<file path="src/logic/cep_pkg.sv">
// ----------------------------------------------------------------------------
// Shared constants for the cell error perf_monitor counter bank
// ----------------------------------------------------------------------------
package cep_pkg;

    // Bus geometry
    localparam int CEP_ADDR_W = 12;          // Byte address width of the slave
    localparam int CEP_IDX_W = 10;           // Word index width (address / 4)
    localparam int CEP_CNT_W = 16;           // Width of each counter

    // Counter slots
    localparam int CEP_NUM_CNT = 3;          // Counters in the bank
    localparam int CEP_CNT_HEC = 0;          // Multi-bit header check errors
    localparam int CEP_CNT_SHR = 1;          // Shared idle cell / PRBS errors
    localparam int CEP_CNT_VLD = 2;          // Valid cells received

    // Register indices; byte address is four times the index
    localparam logic [9:0] CEP_IDX_HEC_HI = 10'h030;
    localparam logic [9:0] CEP_IDX_HEC_LO = 10'h031;
    localparam logic [9:0] CEP_IDX_SHR_HI = 10'h032;
    localparam logic [9:0] CEP_IDX_SHR_LO = 10'h033;
    localparam logic [9:0] CEP_IDX_VLD_HI = 10'h034;
    localparam logic [9:0] CEP_IDX_VLD_LO = 10'h035;
    localparam logic [9:0] CEP_IDX_CTRL = 10'h040;
    localparam logic [9:0] CEP_IDX_STAT = 10'h041;
    localparam logic [9:0] CEP_IDX_MASK = 10'h042;

    // Index tables per counter slot, in slot order
    localparam logic [9:0] CEP_HI_IDX [CEP_NUM_CNT] = '{CEP_IDX_HEC_HI, CEP_IDX_SHR_HI, CEP_IDX_VLD_HI};
    localparam logic [9:0] CEP_LO_IDX [CEP_NUM_CNT] = '{CEP_IDX_HEC_LO, CEP_IDX_SHR_LO, CEP_IDX_VLD_LO};

    // Field positions and reset values
    localparam int CEP_CTRL_ATM_BIT = 0;     // 1 = ATM UNI, 0 = clear channel
    localparam logic CEP_CTRL_ATM_RST = 1'b1;
    localparam logic [15:0] CEP_CNT_RST = 16'h0000;
    localparam logic [2:0] CEP_STAT_RST = 3'h0;
    localparam logic [2:0] CEP_MASK_RST = 3'h0;

    // AXI4-Lite response codes
    localparam logic [1:0] CEP_RESP_OKAY = 2'h0;
    localparam logic [1:0] CEP_RESP_SLVERR = 2'h2;

endpackage

</file>
<file path="src/logic/cep_counter.sv">
`timescale 1ns/100ps
// ----------------------------------------------------------------------------
// One saturating counter, each byte cleared on its own read
// ----------------------------------------------------------------------------
module cep_counter
    import cep_pkg::*;
#(
    parameter int CNT_W = CEP_CNT_W
) (
    // Clock and reset
    input wire logic clock,
    input wire logic reset,
    // Event and byte clears
    input wire logic evt,
    input wire logic clr_hi,
    input wire logic clr_lo,
    // Count and full-scale event
    output logic [CNT_W-1:0] count,
    output logic full_hit
);

    logic [CNT_W-1:0] count_r;    // Running count
    logic [CNT_W-1:0] count_nxt;  // Next count
    logic [CNT_W-1:0] keep_mask;  // Bits surviving this cycle's clear

    // ------------------------------------------------------------------------
    // Next count
    // ------------------------------------------------------------------------
    // The clear applies first and the event adds on top, so an event in the
    // read cycle survives, added as one to whatever the clear leaves.
    always_comb begin
        keep_mask = {{(CNT_W/2){~clr_hi}}, {(CNT_W/2){~clr_lo}}};
        count_nxt = count_r & keep_mask;
        // Full scale with no clear holds instead of wrapping
        if (evt && !((&count_r) && !clr_hi && !clr_lo)) begin
            count_nxt = count_nxt + {{(CNT_W-1){1'b0}}, 1'b1};
        end
        full_hit = (&count_nxt) && !(&count_r);
    end

    // Register the count
    always_ff @(posedge clock or posedge reset) begin
        if (reset) begin
            count_r <= CEP_CNT_RST[CNT_W-1:0];
        end else begin
            count_r <= count_nxt;
        end
    end

    assign count = count_r;

endmodule

</file>
<file path="src/logic/cep_perf_monitor.sv">
// Decided for this implementation: register access over AXI4-Lite.
`timescale 1ns/100ps
module cep_perf_monitor
    import cep_pkg::*;
#(
    parameter int CNT_W = CEP_CNT_W
) (
    // Clock and reset
    input wire logic clock,
    input wire logic reset,
    // Event strobes from receive cell processor and PRBS receiver
    input wire logic rx_hec_multi_err_evt,
    input wire logic rx_valid_cell_evt,
    input wire logic rx_idle_cell_evt,
    input wire logic prbs_bit_err_evt,
    // AXI4-Lite write address
    input wire logic s_axi_awvalid,
    output logic s_axi_awready,
    input wire logic [CEP_ADDR_W-1:0] s_axi_awaddr,
    input wire logic [2:0] s_axi_awprot,
    // AXI4-Lite write data
    input wire logic s_axi_wvalid,
    output logic s_axi_wready,
    input wire logic [31:0] s_axi_wdata,
    input wire logic [3:0] s_axi_wstrb,
    // AXI4-Lite write response
    output logic s_axi_bvalid,
    input wire logic s_axi_bready,
    output logic [1:0] s_axi_bresp,
    // AXI4-Lite read address
    input wire logic s_axi_arvalid,
    output logic s_axi_arready,
    input wire logic [CEP_ADDR_W-1:0] s_axi_araddr,
    input wire logic [2:0] s_axi_arprot,
    // AXI4-Lite read data
    output logic s_axi_rvalid,
    input wire logic s_axi_rready,
    output logic [31:0] s_axi_rdata,
    output logic [1:0] s_axi_rresp,
    // Interrupt
    output logic irq
);

    // ------------------------------------------------------------------------
    // Decode helper
    // ------------------------------------------------------------------------
    // True when the word index picks the high (hi=1) or low byte of slot n
    function automatic logic cnt_sel(input logic [9:0] idx, input int n, input logic hi);
        cnt_sel = hi ? (idx == CEP_HI_IDX[n]) : (idx == CEP_LO_IDX[n]);
    endfunction

    // ------------------------------------------------------------------------
    // Declarations
    // ------------------------------------------------------------------------
    logic [9:0] rd_idx;                      // Word index of read request
    logic [9:0] wr_idx;                      // Word index of held write
    logic rd_take;                           // Read address handshake
    logic wr_fire;                           // Held write performed
    logic [CNT_W-1:0] cnt_w [CEP_NUM_CNT];   // Counter values
    logic [CEP_NUM_CNT-1:0] evt_w;           // Gated counter events
    logic [CEP_NUM_CNT-1:0] clr_hi_w;        // High byte clears
    logic [CEP_NUM_CNT-1:0] clr_lo_w;        // Low byte clears
    logic [CEP_NUM_CNT-1:0] full_w;          // Reached full scale

    // Write channel state
    logic awready_r, awready_nxt;            // Address slot free
    logic wready_r, wready_nxt;              // Data slot free
    logic [CEP_ADDR_W-1:0] awaddr_r, awaddr_nxt;
    logic [31:0] wdata_r, wdata_nxt;
    logic [3:0] wstrb_r, wstrb_nxt;
    logic bvalid_r, bvalid_nxt;
    logic [1:0] bresp_r, bresp_nxt;

    // Read channel state
    logic arready_r, arready_nxt;
    logic rvalid_r, rvalid_nxt;
    logic [31:0] rdata_r, rdata_nxt;
    logic [1:0] rresp_r, rresp_nxt;

    // Software visible control and interrupt state
    logic ctrl_atm_r, ctrl_atm_nxt;          // Operating mode
    logic [CEP_NUM_CNT-1:0] stat_r, stat_nxt; // Sticky full-scale flags
    logic [CEP_NUM_CNT-1:0] mask_r, mask_nxt; // Interrupt enables
    logic irq_r, irq_nxt;

    assign rd_idx = s_axi_araddr[CEP_ADDR_W-1:2];
    assign wr_idx = awaddr_r[CEP_ADDR_W-1:2];
    assign rd_take = s_axi_arvalid && arready_r;
    assign wr_fire = !awready_r && !wready_r && !bvalid_r;

    // ------------------------------------------------------------------------
    // Event steering
    // ------------------------------------------------------------------------
    // Outside ATM the header and valid counters freeze rather than clear,
    // so a mode switch keeps what was counted until software reads it.
    always_comb begin
        evt_w[CEP_CNT_HEC] = ctrl_atm_r && rx_hec_multi_err_evt;
        evt_w[CEP_CNT_VLD] = ctrl_atm_r && rx_valid_cell_evt;
        // Shared pair follows the mode
        if (ctrl_atm_r) begin
            evt_w[CEP_CNT_SHR] = rx_idle_cell_evt;
        end else begin
            evt_w[CEP_CNT_SHR] = prbs_bit_err_evt;
        end
    end

    // ------------------------------------------------------------------------
    // Counter bank
    // ------------------------------------------------------------------------
    generate
        for (genvar i = 0; i < CEP_NUM_CNT; i++) begin : g_cnt
            // Clear strobes come from the read handshake itself
            assign clr_hi_w[i] = rd_take && cnt_sel(rd_idx, i, 1'b1);
            assign clr_lo_w[i] = rd_take && cnt_sel(rd_idx, i, 1'b0);
            // Saturating counter; a same-cycle clear applies first and the event adds on top
            cep_counter #(
                .CNT_W(CNT_W)
            ) u_cnt (
                .clock(clock),
                .reset(reset),
                .evt(evt_w[i]),
                .clr_hi(clr_hi_w[i]),
                .clr_lo(clr_lo_w[i]),
                .count(cnt_w[i]),
                .full_hit(full_w[i])
            );
        end
    endgenerate

    // ------------------------------------------------------------------------
    // Write channel
    // ------------------------------------------------------------------------
    // Address and data are taken in either order; the write is done once
    // both are held, and both slots reopen when the response is taken.
    always_comb begin
        awready_nxt = awready_r;
        wready_nxt = wready_r;
        awaddr_nxt = awaddr_r;
        wdata_nxt = wdata_r;
        wstrb_nxt = wstrb_r;
        bvalid_nxt = bvalid_r;
        bresp_nxt = bresp_r;
        ctrl_atm_nxt = ctrl_atm_r;
        mask_nxt = mask_r;
        // Capture address
        if (s_axi_awvalid && awready_r) begin
            awaddr_nxt = s_axi_awaddr;
            awready_nxt = 1'b0;
        end
        // Capture data
        if (s_axi_wvalid && wready_r) begin
            wdata_nxt = s_axi_wdata;
            wstrb_nxt = s_axi_wstrb;
            wready_nxt = 1'b0;
        end
        // Perform the held write
        if (wr_fire) begin
            bvalid_nxt = 1'b1;
            bresp_nxt = CEP_RESP_OKAY;
            if (wr_idx == CEP_IDX_CTRL) begin
                if (wstrb_r[0]) begin
                    ctrl_atm_nxt = wdata_r[CEP_CTRL_ATM_BIT];
                end
            end else if (wr_idx == CEP_IDX_MASK) begin
                if (wstrb_r[0]) begin
                    mask_nxt = wdata_r[CEP_NUM_CNT-1:0];
                end
            end else if (wr_idx >= CEP_IDX_HEC_HI && wr_idx <= CEP_IDX_VLD_LO) begin
                bresp_nxt = CEP_RESP_OKAY;   // Counters ignore writes
            end else if (wr_idx == CEP_IDX_STAT) begin
                bresp_nxt = CEP_RESP_OKAY;   // Status clears only on read
            end else begin
                bresp_nxt = CEP_RESP_SLVERR; // Unmapped
            end
        end
        // Response taken
        if (bvalid_r && s_axi_bready) begin
            bvalid_nxt = 1'b0;
            awready_nxt = 1'b1;
            wready_nxt = 1'b1;
        end
    end

    // ------------------------------------------------------------------------
    // Read channel
    // ------------------------------------------------------------------------
    // Data are sampled at the address handshake, the same edge that clears
    // the byte, so no count slips between the value shown and the clear.
    always_comb begin
        arready_nxt = arready_r;
        rvalid_nxt = rvalid_r;
        rdata_nxt = rdata_r;
        rresp_nxt = rresp_r;
        if (rd_take) begin
            arready_nxt = 1'b0;
            rvalid_nxt = 1'b1;
            rdata_nxt = 32'h0000_0000;
            rresp_nxt = CEP_RESP_SLVERR;
            // Counter bytes
            for (int i = 0; i < CEP_NUM_CNT; i++) begin
                if (cnt_sel(rd_idx, i, 1'b1)) begin
                    rdata_nxt[7:0] = cnt_w[i][CNT_W-1:CNT_W/2];
                    rresp_nxt = CEP_RESP_OKAY;
                end
                if (cnt_sel(rd_idx, i, 1'b0)) begin
                    rdata_nxt[7:0] = cnt_w[i][CNT_W/2-1:0];
                    rresp_nxt = CEP_RESP_OKAY;
                end
            end
            // Own registers
            if (rd_idx == CEP_IDX_CTRL) begin
                rdata_nxt[CEP_CTRL_ATM_BIT] = ctrl_atm_r;
                rresp_nxt = CEP_RESP_OKAY;
            end else if (rd_idx == CEP_IDX_STAT) begin
                rdata_nxt[CEP_NUM_CNT-1:0] = stat_r;
                rresp_nxt = CEP_RESP_OKAY;
            end else if (rd_idx == CEP_IDX_MASK) begin
                rdata_nxt[CEP_NUM_CNT-1:0] = mask_r;
                rresp_nxt = CEP_RESP_OKAY;
            end
        end
        // Data taken
        if (rvalid_r && s_axi_rready) begin
            rvalid_nxt = 1'b0;
            arready_nxt = 1'b1;
        end
    end

    // ------------------------------------------------------------------------
    // Interrupt status
    // ------------------------------------------------------------------------
    // A counter reaching full scale sets its flag; a read of the status
    // register clears it, but a flag set in that same cycle survives.
    always_comb begin
        stat_nxt = stat_r;
        if (rd_take && rd_idx == CEP_IDX_STAT) begin
            stat_nxt = CEP_STAT_RST;
        end
        stat_nxt = stat_nxt | full_w;
        irq_nxt = |(stat_nxt & mask_nxt);
    end

    // ------------------------------------------------------------------------
    // State registers
    // ------------------------------------------------------------------------
    always_ff @(posedge clock or posedge reset) begin
        if (reset) begin
            awready_r <= 1'b1;
            wready_r <= 1'b1;
            awaddr_r <= '0;
            wdata_r <= 32'h0000_0000;
            wstrb_r <= 4'h0;
            bvalid_r <= 1'b0;
            bresp_r <= CEP_RESP_OKAY;
            arready_r <= 1'b1;
            rvalid_r <= 1'b0;
            rdata_r <= 32'h0000_0000;
            rresp_r <= CEP_RESP_OKAY;
            ctrl_atm_r <= CEP_CTRL_ATM_RST;
            stat_r <= CEP_STAT_RST;
            mask_r <= CEP_MASK_RST;
            irq_r <= 1'b0;
        end else begin
            awready_r <= awready_nxt;
            wready_r <= wready_nxt;
            awaddr_r <= awaddr_nxt;
            wdata_r <= wdata_nxt;
            wstrb_r <= wstrb_nxt;
            bvalid_r <= bvalid_nxt;
            bresp_r <= bresp_nxt;
            arready_r <= arready_nxt;
            rvalid_r <= rvalid_nxt;
            rdata_r <= rdata_nxt;
            rresp_r <= rresp_nxt;
            ctrl_atm_r <= ctrl_atm_nxt;
            stat_r <= stat_nxt;
            mask_r <= mask_nxt;
            irq_r <= irq_nxt;
        end
    end

    // Outputs straight from flops
    assign s_axi_awready = awready_r;
    assign s_axi_wready = wready_r;
    assign s_axi_bvalid = bvalid_r;
    assign s_axi_bresp = bresp_r;
    assign s_axi_arready = arready_r;
    assign s_axi_rvalid = rvalid_r;
    assign s_axi_rdata = rdata_r;
    assign s_axi_rresp = rresp_r;
    assign irq = irq_r;

    // ------------------------------------------------------------------------
    // Assertions
    // ------------------------------------------------------------------------
    // High byte read returns bits 15:8 of the header error count
    a_hec_hi_read: assert property (@(posedge clock) disable iff (reset)
        (rd_take && rd_idx == CEP_IDX_HEC_HI)
        |=> (s_axi_rvalid && s_axi_rdata[7:0] == $past(cnt_w[CEP_CNT_HEC][15:8])))
        else $error("header error high byte read wrong");

    // Read of a byte leaves it zero when no event carries in
    a_read_clears: assert property (@(posedge clock) disable iff (reset)
        (rd_take && rd_idx == CEP_IDX_HEC_HI && !evt_w[CEP_CNT_HEC])
        |=> (cnt_w[CEP_CNT_HEC][15:8] == 8'h00))
        else $error("high byte not cleared by read");

    // Outside ATM the header error count never rises
    a_mode_gate: assert property (@(posedge clock) disable iff (reset)
        (!ctrl_atm_r) |=> (cnt_w[CEP_CNT_HEC] <= $past(cnt_w[CEP_CNT_HEC])))
        else $error("header counter moved outside ATM");

    // ATM idle cell advances the shared count by one
    a_idle_count: assert property (@(posedge clock) disable iff (reset)
        (ctrl_atm_r && rx_idle_cell_evt && !rd_take && cnt_w[CEP_CNT_SHR] != 16'hffff)
        |=> (cnt_w[CEP_CNT_SHR] == $past(cnt_w[CEP_CNT_SHR]) + 16'h0001))
        else $error("idle cell not counted");

    // Clear channel PRBS error advances the shared count by one
    a_prbs_count: assert property (@(posedge clock) disable iff (reset)
        (!ctrl_atm_r && prbs_bit_err_evt && !rd_take && cnt_w[CEP_CNT_SHR] != 16'hffff)
        |=> (cnt_w[CEP_CNT_SHR] == $past(cnt_w[CEP_CNT_SHR]) + 16'h0001))
        else $error("PRBS error not counted");

    // Valid cell high byte read
    a_vld_hi_read: assert property (@(posedge clock) disable iff (reset)
        (rd_take && rd_idx == CEP_IDX_VLD_HI)
        |=> (s_axi_rdata[7:0] == $past(cnt_w[CEP_CNT_VLD][15:8]) && s_axi_rresp == CEP_RESP_OKAY))
        else $error("valid cell high byte read wrong");

    // Valid cell low byte read
    a_vld_lo_read: assert property (@(posedge clock) disable iff (reset)
        (rd_take && rd_idx == CEP_IDX_VLD_LO)
        |=> (s_axi_rdata[7:0] == $past(cnt_w[CEP_CNT_VLD][7:0])))
        else $error("valid cell low byte read wrong");

    // Event in the clearing cycle leaves a count of one
    a_evt_kept: assert property (@(posedge clock) disable iff (reset)
        (rd_take && rd_idx == CEP_IDX_VLD_LO && evt_w[CEP_CNT_VLD] && cnt_w[CEP_CNT_VLD][15:8] == 8'h00)
        |=> (cnt_w[CEP_CNT_VLD] == 16'h0001))
        else $error("event lost at clear");

    // Full scale holds without a clear
    a_sat_hold: assert property (@(posedge clock) disable iff (reset)
        ((&cnt_w[CEP_CNT_VLD]) && !rd_take) |=> (&cnt_w[CEP_CNT_VLD]))
        else $error("counter wrapped past full scale");

    // Interrupt follows masked status in the same cycle
    a_irq_level: assert property (@(posedge clock) disable iff (reset)
        (|(stat_r & mask_r)) |-> irq)
        else $error("interrupt low with masked flag set");

endmodule

</file>
<file path="config.mk">
export PLATFORM = sky130hd
export DESIGN_NAME = cep_perf_monitor
export DESIGN_NICKNAME = d
export VERILOG_FILES = /design/src/logic/cep_pkg.sv /design/src/logic/cep_counter.sv /design/src/logic/cep_perf_monitor.sv
export SDC_FILE = /design/constraint.sdc
export NUM_CORES = 1
export LEC_CHECK = 0
export ABC_AREA = 1
export BUFFER_PORTS_ARGS = -buffer_cell sky130_fd_sc_hd__buf_2
export CAP_MARGIN = 20
export CELL_PAD_IN_SITES_DETAIL_PLACEMENT = 1
export CELL_PAD_IN_SITES_GLOBAL_PLACEMENT = 2
export CORE_MARGIN = 4
export CORE_UTILIZATION = 27
export CTS_CLUSTER_SIZE = 16
export DETAILED_ROUTE_END_ITERATION = 16
export GPL_TIMING_DRIVEN = 0
export PLACE_DENSITY = 0.84
export SETUP_SLACK_MARGIN = 0.4
export SLEW_MARGIN = 25
export SYNTH_ARGS = -nofsm -noshare
export SYNTH_HDL_FRONTEND = slang
export SYNTH_HIERARCHICAL = 1
export SYNTH_SLANG_ARGS = --single-unit
</file>
<file path="constraint.sdc">
create_clock -name clock -period 2.9 [get_ports clock]
set_input_delay 0.435 -clock clock [delete_from_list [all_inputs] [get_ports clock]]
set_output_delay 0.435 -clock clock [all_outputs]
set_load 0.01 [all_outputs]
</file>
Word level (Yosys, flattened, before mapping)

Cells that the tools add are included.

Register bits after elaboration: 89
Logic and storage cells: 144
Output and inout bits: 42
Input bits: 77

Add/sub/neg operators: 3
Eq/ne operators: 12
Multiplexer cells: 42
Bitwise gates (word level): 11
Reductions and logical operators: 56
$lt $le $gt $ge: 2

Operators with widths:

| operator                | count |
|---|---|
| $reduce_and A16 Y1      | 6 |
| $eq A10 B6 Y1 const B   | 6 |
| $eq A10 B7 Y1 const B   | 6 |
| $add A16 B1 Y16 const B | 3 |
| $and A16 B16 Y16        | 3 |
| $mux W16                | 3 |
| $mux W8                 | 6 |
| $logic_and A1 B1 Y1     | 29 |
| $mux W2                 | 14 |
| $mux W3                 | 7 |
| $logic_not A1 Y1        | 15 |
| $mux W1                 | 12 |
| $ge A10 B6 Y1 const B   | 1 |
| $le A10 B6 Y1 const B   | 1 |
| $reduce_bool A2 Y1      | 4 |
| $not A1 Y1              | 6 |
| $and A3 B3 Y3           | 1 |
| $or A3 B3 Y3            | 1 |
| $reduce_and A3 Y1       | 1 |
| $reduce_or A3 Y1        | 1 |

Logic depth before layout (Yosys ltp)

Word-level depth: 13
Mapped depth: 29
Gate-level depth less buffers: 29

Hierarchy

The synthesis kept the hierarchy.

By module, submodules not included:

| module           | sequential area each (um2) | area each (um2) | times used | cells each |
|---|---|---|---|---|
| cep_counter      | 400.4                      | 1293.7          | 3          | 223 |
| cep_perf_monitor | 930.9                      | 2531.2          | 1          | 325 |

Worst setup path after synthesis

OpenSTA, ideal clock, no wires.

Kind: reg-to-reg
From: register arready_r, in the netlist s_axi_arready
To: register irq_r, in the netlist irq
Cell stages (with the launch flop): 25
Required time: 2.769 ns
Setup slack: -0.338 ns
Path buffers: 1
Clock period less this slack: 3.238 ns
Setup time: 0.131 ns
Data arrival time: 3.107 ns
Path through: dfstp_2 > nand2_1 > clkbuf_1 > nor3_1 > inv_4 > nand2_1 > inv_1 > ha_1 > nand2_1 > inv_1 > nand2_1 > nor2_2 > nand3_1 > nand2_1 > nand2_1 > nand2_1 > nand2_1 > inv_2 > nand2_1 > nor2_1 > nand2_1 > nor2_2 > o21bai_2 > o211ai_1 > nand3_1

Elaborated cells on any way between the ends: 51
Classes of those cells: 3 x add/sub; 4 x mux; 11 x bitwise; 33 x reduce/logical

RTL lines:

| what                                                    | line                    | text |
|---|---|---|
| start: declaration                                      | cep_perf_monitor.sv:75  | `logic arready_r, arready_nxt;` |
| start signal: assignment                                | cep_perf_monitor.sv:271 | `arready_r <= arready_nxt;` |
| $logic_and A1 B1 Y1 (*)                                 | cep_perf_monitor.sv:88  | `assign rd_take = s_axi_arvalid && arready_r;` |
| $logic_and A1 B1 Y1 (*)                                 | cep_perf_monitor.sv:114 | `assign clr_lo_w[i] = rd_take && cnt_sel(rd_idx, i, 1'b0);` |
| via clr_lo_w[0]                                         | cep_perf_monitor.sv:62  | `logic [CEP_NUM_CNT-1:0] clr_lo_w;` |
| branches (longest 4 deep; another with $add A16 B1 Y16) | n/a                     |  |
| $mux W16 (*)                                            | cep_counter.sv:35       | `if (evt && !((&count_r) && !clr_hi && !clr_lo)) begin` |
| via g_cnt[0].u_cnt.count_nxt[14]                        | cep_counter.sv:23       | `logic [CNT_W-1:0] count_nxt;` |
| $reduce_and A16 Y1 (*)                                  | cep_counter.sv:38       | `full_hit = (&count_nxt) && !(&count_r);` |
| $logic_and A1 B1 Y1 (*)                                 | cep_counter.sv:38       |  |
| via full_w[0]                                           | cep_perf_monitor.sv:63  | `logic [CEP_NUM_CNT-1:0] full_w;` |
| $or A3 B3 Y3 (*)                                        | cep_perf_monitor.sv:239 | `stat_nxt = stat_nxt \| full_w;` |
| via stat_nxt[0]                                         | cep_perf_monitor.sv:82  | `logic [CEP_NUM_CNT-1:0] stat_r, stat_nxt;` |
| $and A3 B3 Y3 (*)                                       | cep_perf_monitor.sv:240 | `irq_nxt = \|(stat_nxt & mask_nxt);` |
| $reduce_or A3 Y1 (*)                                    | cep_perf_monitor.sv:240 |  |
| via irq_nxt                                             | cep_perf_monitor.sv:84  | `logic irq_r, irq_nxt;` |
| end signal: assignment                                  | cep_perf_monitor.sv:278 | `irq_r <= irq_nxt;` |
| end: declaration                                        | cep_perf_monitor.sv:84  |  |

Mark *: on every way through the listed nets, which the timed path passes.
A chain may end at the register's enable or synchronous reset.

Final worst setup path

From: input port s_axi_araddr[11]
To: register irq_r, in the netlist irq

Elaborated cells on any way between the ends: 57
Classes of those cells: 3 x add/sub; 7 x eq/ne; 4 x mux; 11 x bitwise; 32 x reduce/logical

RTL lines:

| what                                                    | line                    | text |
|---|---|---|
| start: declaration                                      | cep_perf_monitor.sv:33  | `input wire logic [CEP_ADDR_W-1:0] s_axi_araddr,` |
| $eq A10 B6 Y1 (*)                                       | cep_perf_monitor.sv:49  | `cnt_sel = hi ? (idx == CEP_HI_IDX[n]) : (idx == CEP_LO_IDX[n]);` |
| $logic_and A1 B1 Y1 (*)                                 | cep_perf_monitor.sv:114 |  |
| via clr_lo_w[2]                                         | cep_perf_monitor.sv:62  |  |
| branches (longest 4 deep; another with $add A16 B1 Y16) | n/a                     |  |
| $mux W16 (*)                                            | cep_counter.sv:35       |  |
| $reduce_and A16 Y1 (*)                                  | cep_counter.sv:38       |  |
| $logic_and A1 B1 Y1 (*)                                 | cep_counter.sv:38       |  |
| via full_w[2]                                           | cep_perf_monitor.sv:63  |  |
| $or A3 B3 Y3 (*)                                        | cep_perf_monitor.sv:239 |  |
| via stat_nxt[2]                                         | cep_perf_monitor.sv:82  |  |
| $and A3 B3 Y3 (*)                                       | cep_perf_monitor.sv:240 |  |
| $reduce_or A3 Y1 (*)                                    | cep_perf_monitor.sv:240 |  |
| via irq_nxt                                             | cep_perf_monitor.sv:84  |  |

Marks and branches as above.

==> results.yml <==
placed_design:
  dp_hpwl_microns: 17500
  place.gp.congestion: 0.876
  port-buffer-count: 50
  dp_slack_ns: -0.602
sta:
  fin_skew_ns: 0.00807
  setup_ws_ns: 0.0823
  fin_setup_tns_ns: 0
  min_period_ns: 2.82
  setup_viol: 0
  max_freq_mhz: 355
  hold_viol: 0
  max_slew.worst_pin.slew_ns: 0.725
  fin_crit_sh_pct: 97.2
  grt_setup_unrepaired: "yes"
  slew_headroom_pct: 51.6
  final_max_slew_viol_count: 0
power:
  leakagePower_uw: 0.00434
  power_density_nw_per_um2: 520
  irDropWorstVdd_mv: 0.265
  power.total_uw: 4290
logic_synthesis:
  synth_top_cells_by_area: "dfrtp_1 (32%), nand2_1 (19%), inv_1 (8.1%)"
  ys_async_sr_fraction_pct: 100
  ys_warn_count: 6
  yosys-top-cells-count: "nand2_1 (319), inv_1 (139), nor2_1 (126), dfrtp_1 (81), nand3_1 (81)"
  avgSynthCellArea_sq_um: 6.45
  ys_seq_area_share_pct: 33.2
  synth_edf_count: 0
  synthCells: 994
  yosys.cell_types.count: 39
  ys_ff_latch: 85
  yosysMostFrequentCell: "nand2_1"
  yosysTopAreaCellShare_pct: 31.6
  synth_top_cell_by_area: "dfrtp_1"
  synth_ff_type: "dfrtp_1"
  synth_area_sq_um: 6410
global_routing:
  antenna_found_initial: 1
  grtUsageTotal_pct: 17.1
  grt_start_max_net_pins: 32
  grt_pass1_wl_microns: 36000
  grt_overflow: 0
  grt_pass1_vias: 6648
clock_network:
  clock_latency_ns: 0.36
  cts_max_level: 3
  cts_tree: "done"
  cts_inserted_buffers: 9
  cts_sinks: 85
  cts_root_buf: "clkbuf_16"
  cts_buffer_depth: 2
  clkTransAtPathRegs_ns: 0.08
route:
  wl_microns: 22700
  via_count: 6654
  routedWlPerCell_microns: 15.8
  ant_nets: 0
  drc: 0
  via_per_inst: 4.63
  drtIter0Drc: 290
  drtPass1Iterations: 4
outcome:
  status: "finished, final reports clean"
cells_and_area:
  final_layout_size_suffix_gt1_share_pct: 26.4
  antennaDiodeCount: 0
  nNetsFinal: 1193
  areaGrowthSynthToFinish_pct: 28.5
  utilization_pct: 35.2
die:
  io-pin-count: 119
  die_area_sq_um: 26300
  die_y_microns: 162
  initial_core_util_pct: 27.4
  die_w_microns: 162
  coreArea_sq_um: 23400
  placementRows: 56
setup_path:
  cp_data_required_time_ns: 3.19
  critPathKind: "in -> reg"
  end_kind: "register"
  cp-start-kind: "primary input"
  cp.arrival_ns: 3.11
  crit_fanout: 10
hold_path:
  min_path_type: "in -> async"
flow_run:
  cap_violations: 0
## layout make-up
cell class | instances | area (sq um)
well taps | 319 | 399
inverters | 164 | 661
repair buffers | 83 | 526
plain buffers | 36 | 309
multi-input cells | 734 | 3920
clock inverters | 7 | 75.1
flip-flops and latches | 85 | 2130
clock buffers | 9 | 225
fillers | 3037 | 15200
## sequential cells by signal (all words and copies together) (netlist names), 3 cells and up
| name | count |
|---|---|
| mask_r | 3 |
| s_axi_rdata | 8 |
| g_cnt.u_cnt/count | 48 |
| wdata_r | 3 |
| stat_r | 3 |
| awaddr_r | 10 |
## timing repair
| action | CTS | global route |
|---|---|---|
| setup endpoints to repair | 13 | 4 |
| gates resized for setup | 28 | 72 |
| pin swaps | 25 | 48 |
| setup buffers | 20 | 12 |
| hold buffers | 0 | 0 |
## report_power, final
part           internal [uW]  switching, uW
logic                    548            796
clock network            613            581
registers               1440            304
total                   2610           1680
## layout by cell type (no fill, tap or decap), types with 22 or more instances in the layout
cell type and n:
nor2_4 26, inv_1 126, conb_1 26, nand2_1 294
buf_4 54, nand4_1 29, nand3_1 73, dfrtp_1 81
buf_2 50, inv_2 22, nor2_1 111
## metal layers
metal  up-vias  wire [microns]  global-route usage, %
li1       3305               -                      -
met1      3214           10700                   24.0
met2       113           10800                   28.0
met3        20             789                   2.59
met4         2             317                   3.88
met5         -              12                      0
## cells by family (layout without fill, tap and decap cells)
logic type,after synthesis,in the layout,synth area share [%]
other,1,26,0.0585
adders and majority gates,3,3,0.585
AOI/OAI and AO/OA,62,62,5.78
buffers and inverters,200,299,13.9
DFF,85,85,33.2
and+or+nand+nor,634,634,44.9
muxes,9,9,1.58
## path summary, 6_finish.rpt
kind                                  start  cells past startpoint  slack (ns)                      end
max                        s_axi_araddr[11]                     25        0.08                      irq
min                                   reset                      2        0.04           s_axi_rdata[5]
max reg2reg                   s_axi_arready                     21        0.08                      irq
min reg2reg                  s_axi_rdata[0]                      2        0.48           s_axi_rdata[0]
max in group asynchronous             reset                      2        2.19  g_cnt[0].u_cnt/count[3]
min in group clock             s_axi_wvalid                      2        0.25             s_axi_wready
## critical path: stages
cell      delay, ns
buf_2          0.11
nor2_4         0.18
buf_6          0.17
nand3_4        0.08
nor2_4         0.19
inv_2          0.08
nor2_4         0.15
inv_4          0.07
nand2_4        0.07
inv_4          0.04
ha_4           0.16
nand2_4        0.09
nor2_4         0.04
nand2_4        0.08
nor2_2         0.05
nand3_1        0.08
nand2_1        0.07
nor2_1         0.15
nand2_1        0.08
nor2_1         0.11
nand2_1        0.10
nor2_2         0.13
o21bai_4       0.14
o211ai_1       0.10
nand3_1        0.13
## through the flow
| step | hold WS (ns) | instance area (sq um) | cells |
|---|---|---|---|
| floorplan | 0.349 | 6670 | 1019 |
| global placement | 0.462 | 7320 | 1388 |
| detailed placement | 0.426 | 7340 | 1389 |
| CTS | 0.0413 | 7900 | 1425 |
| global route | 0.0348 | 8240 | 1437 |
| finish | 0.0397 | 8240 | 1437 |
(Power assumes the default switching activity.)
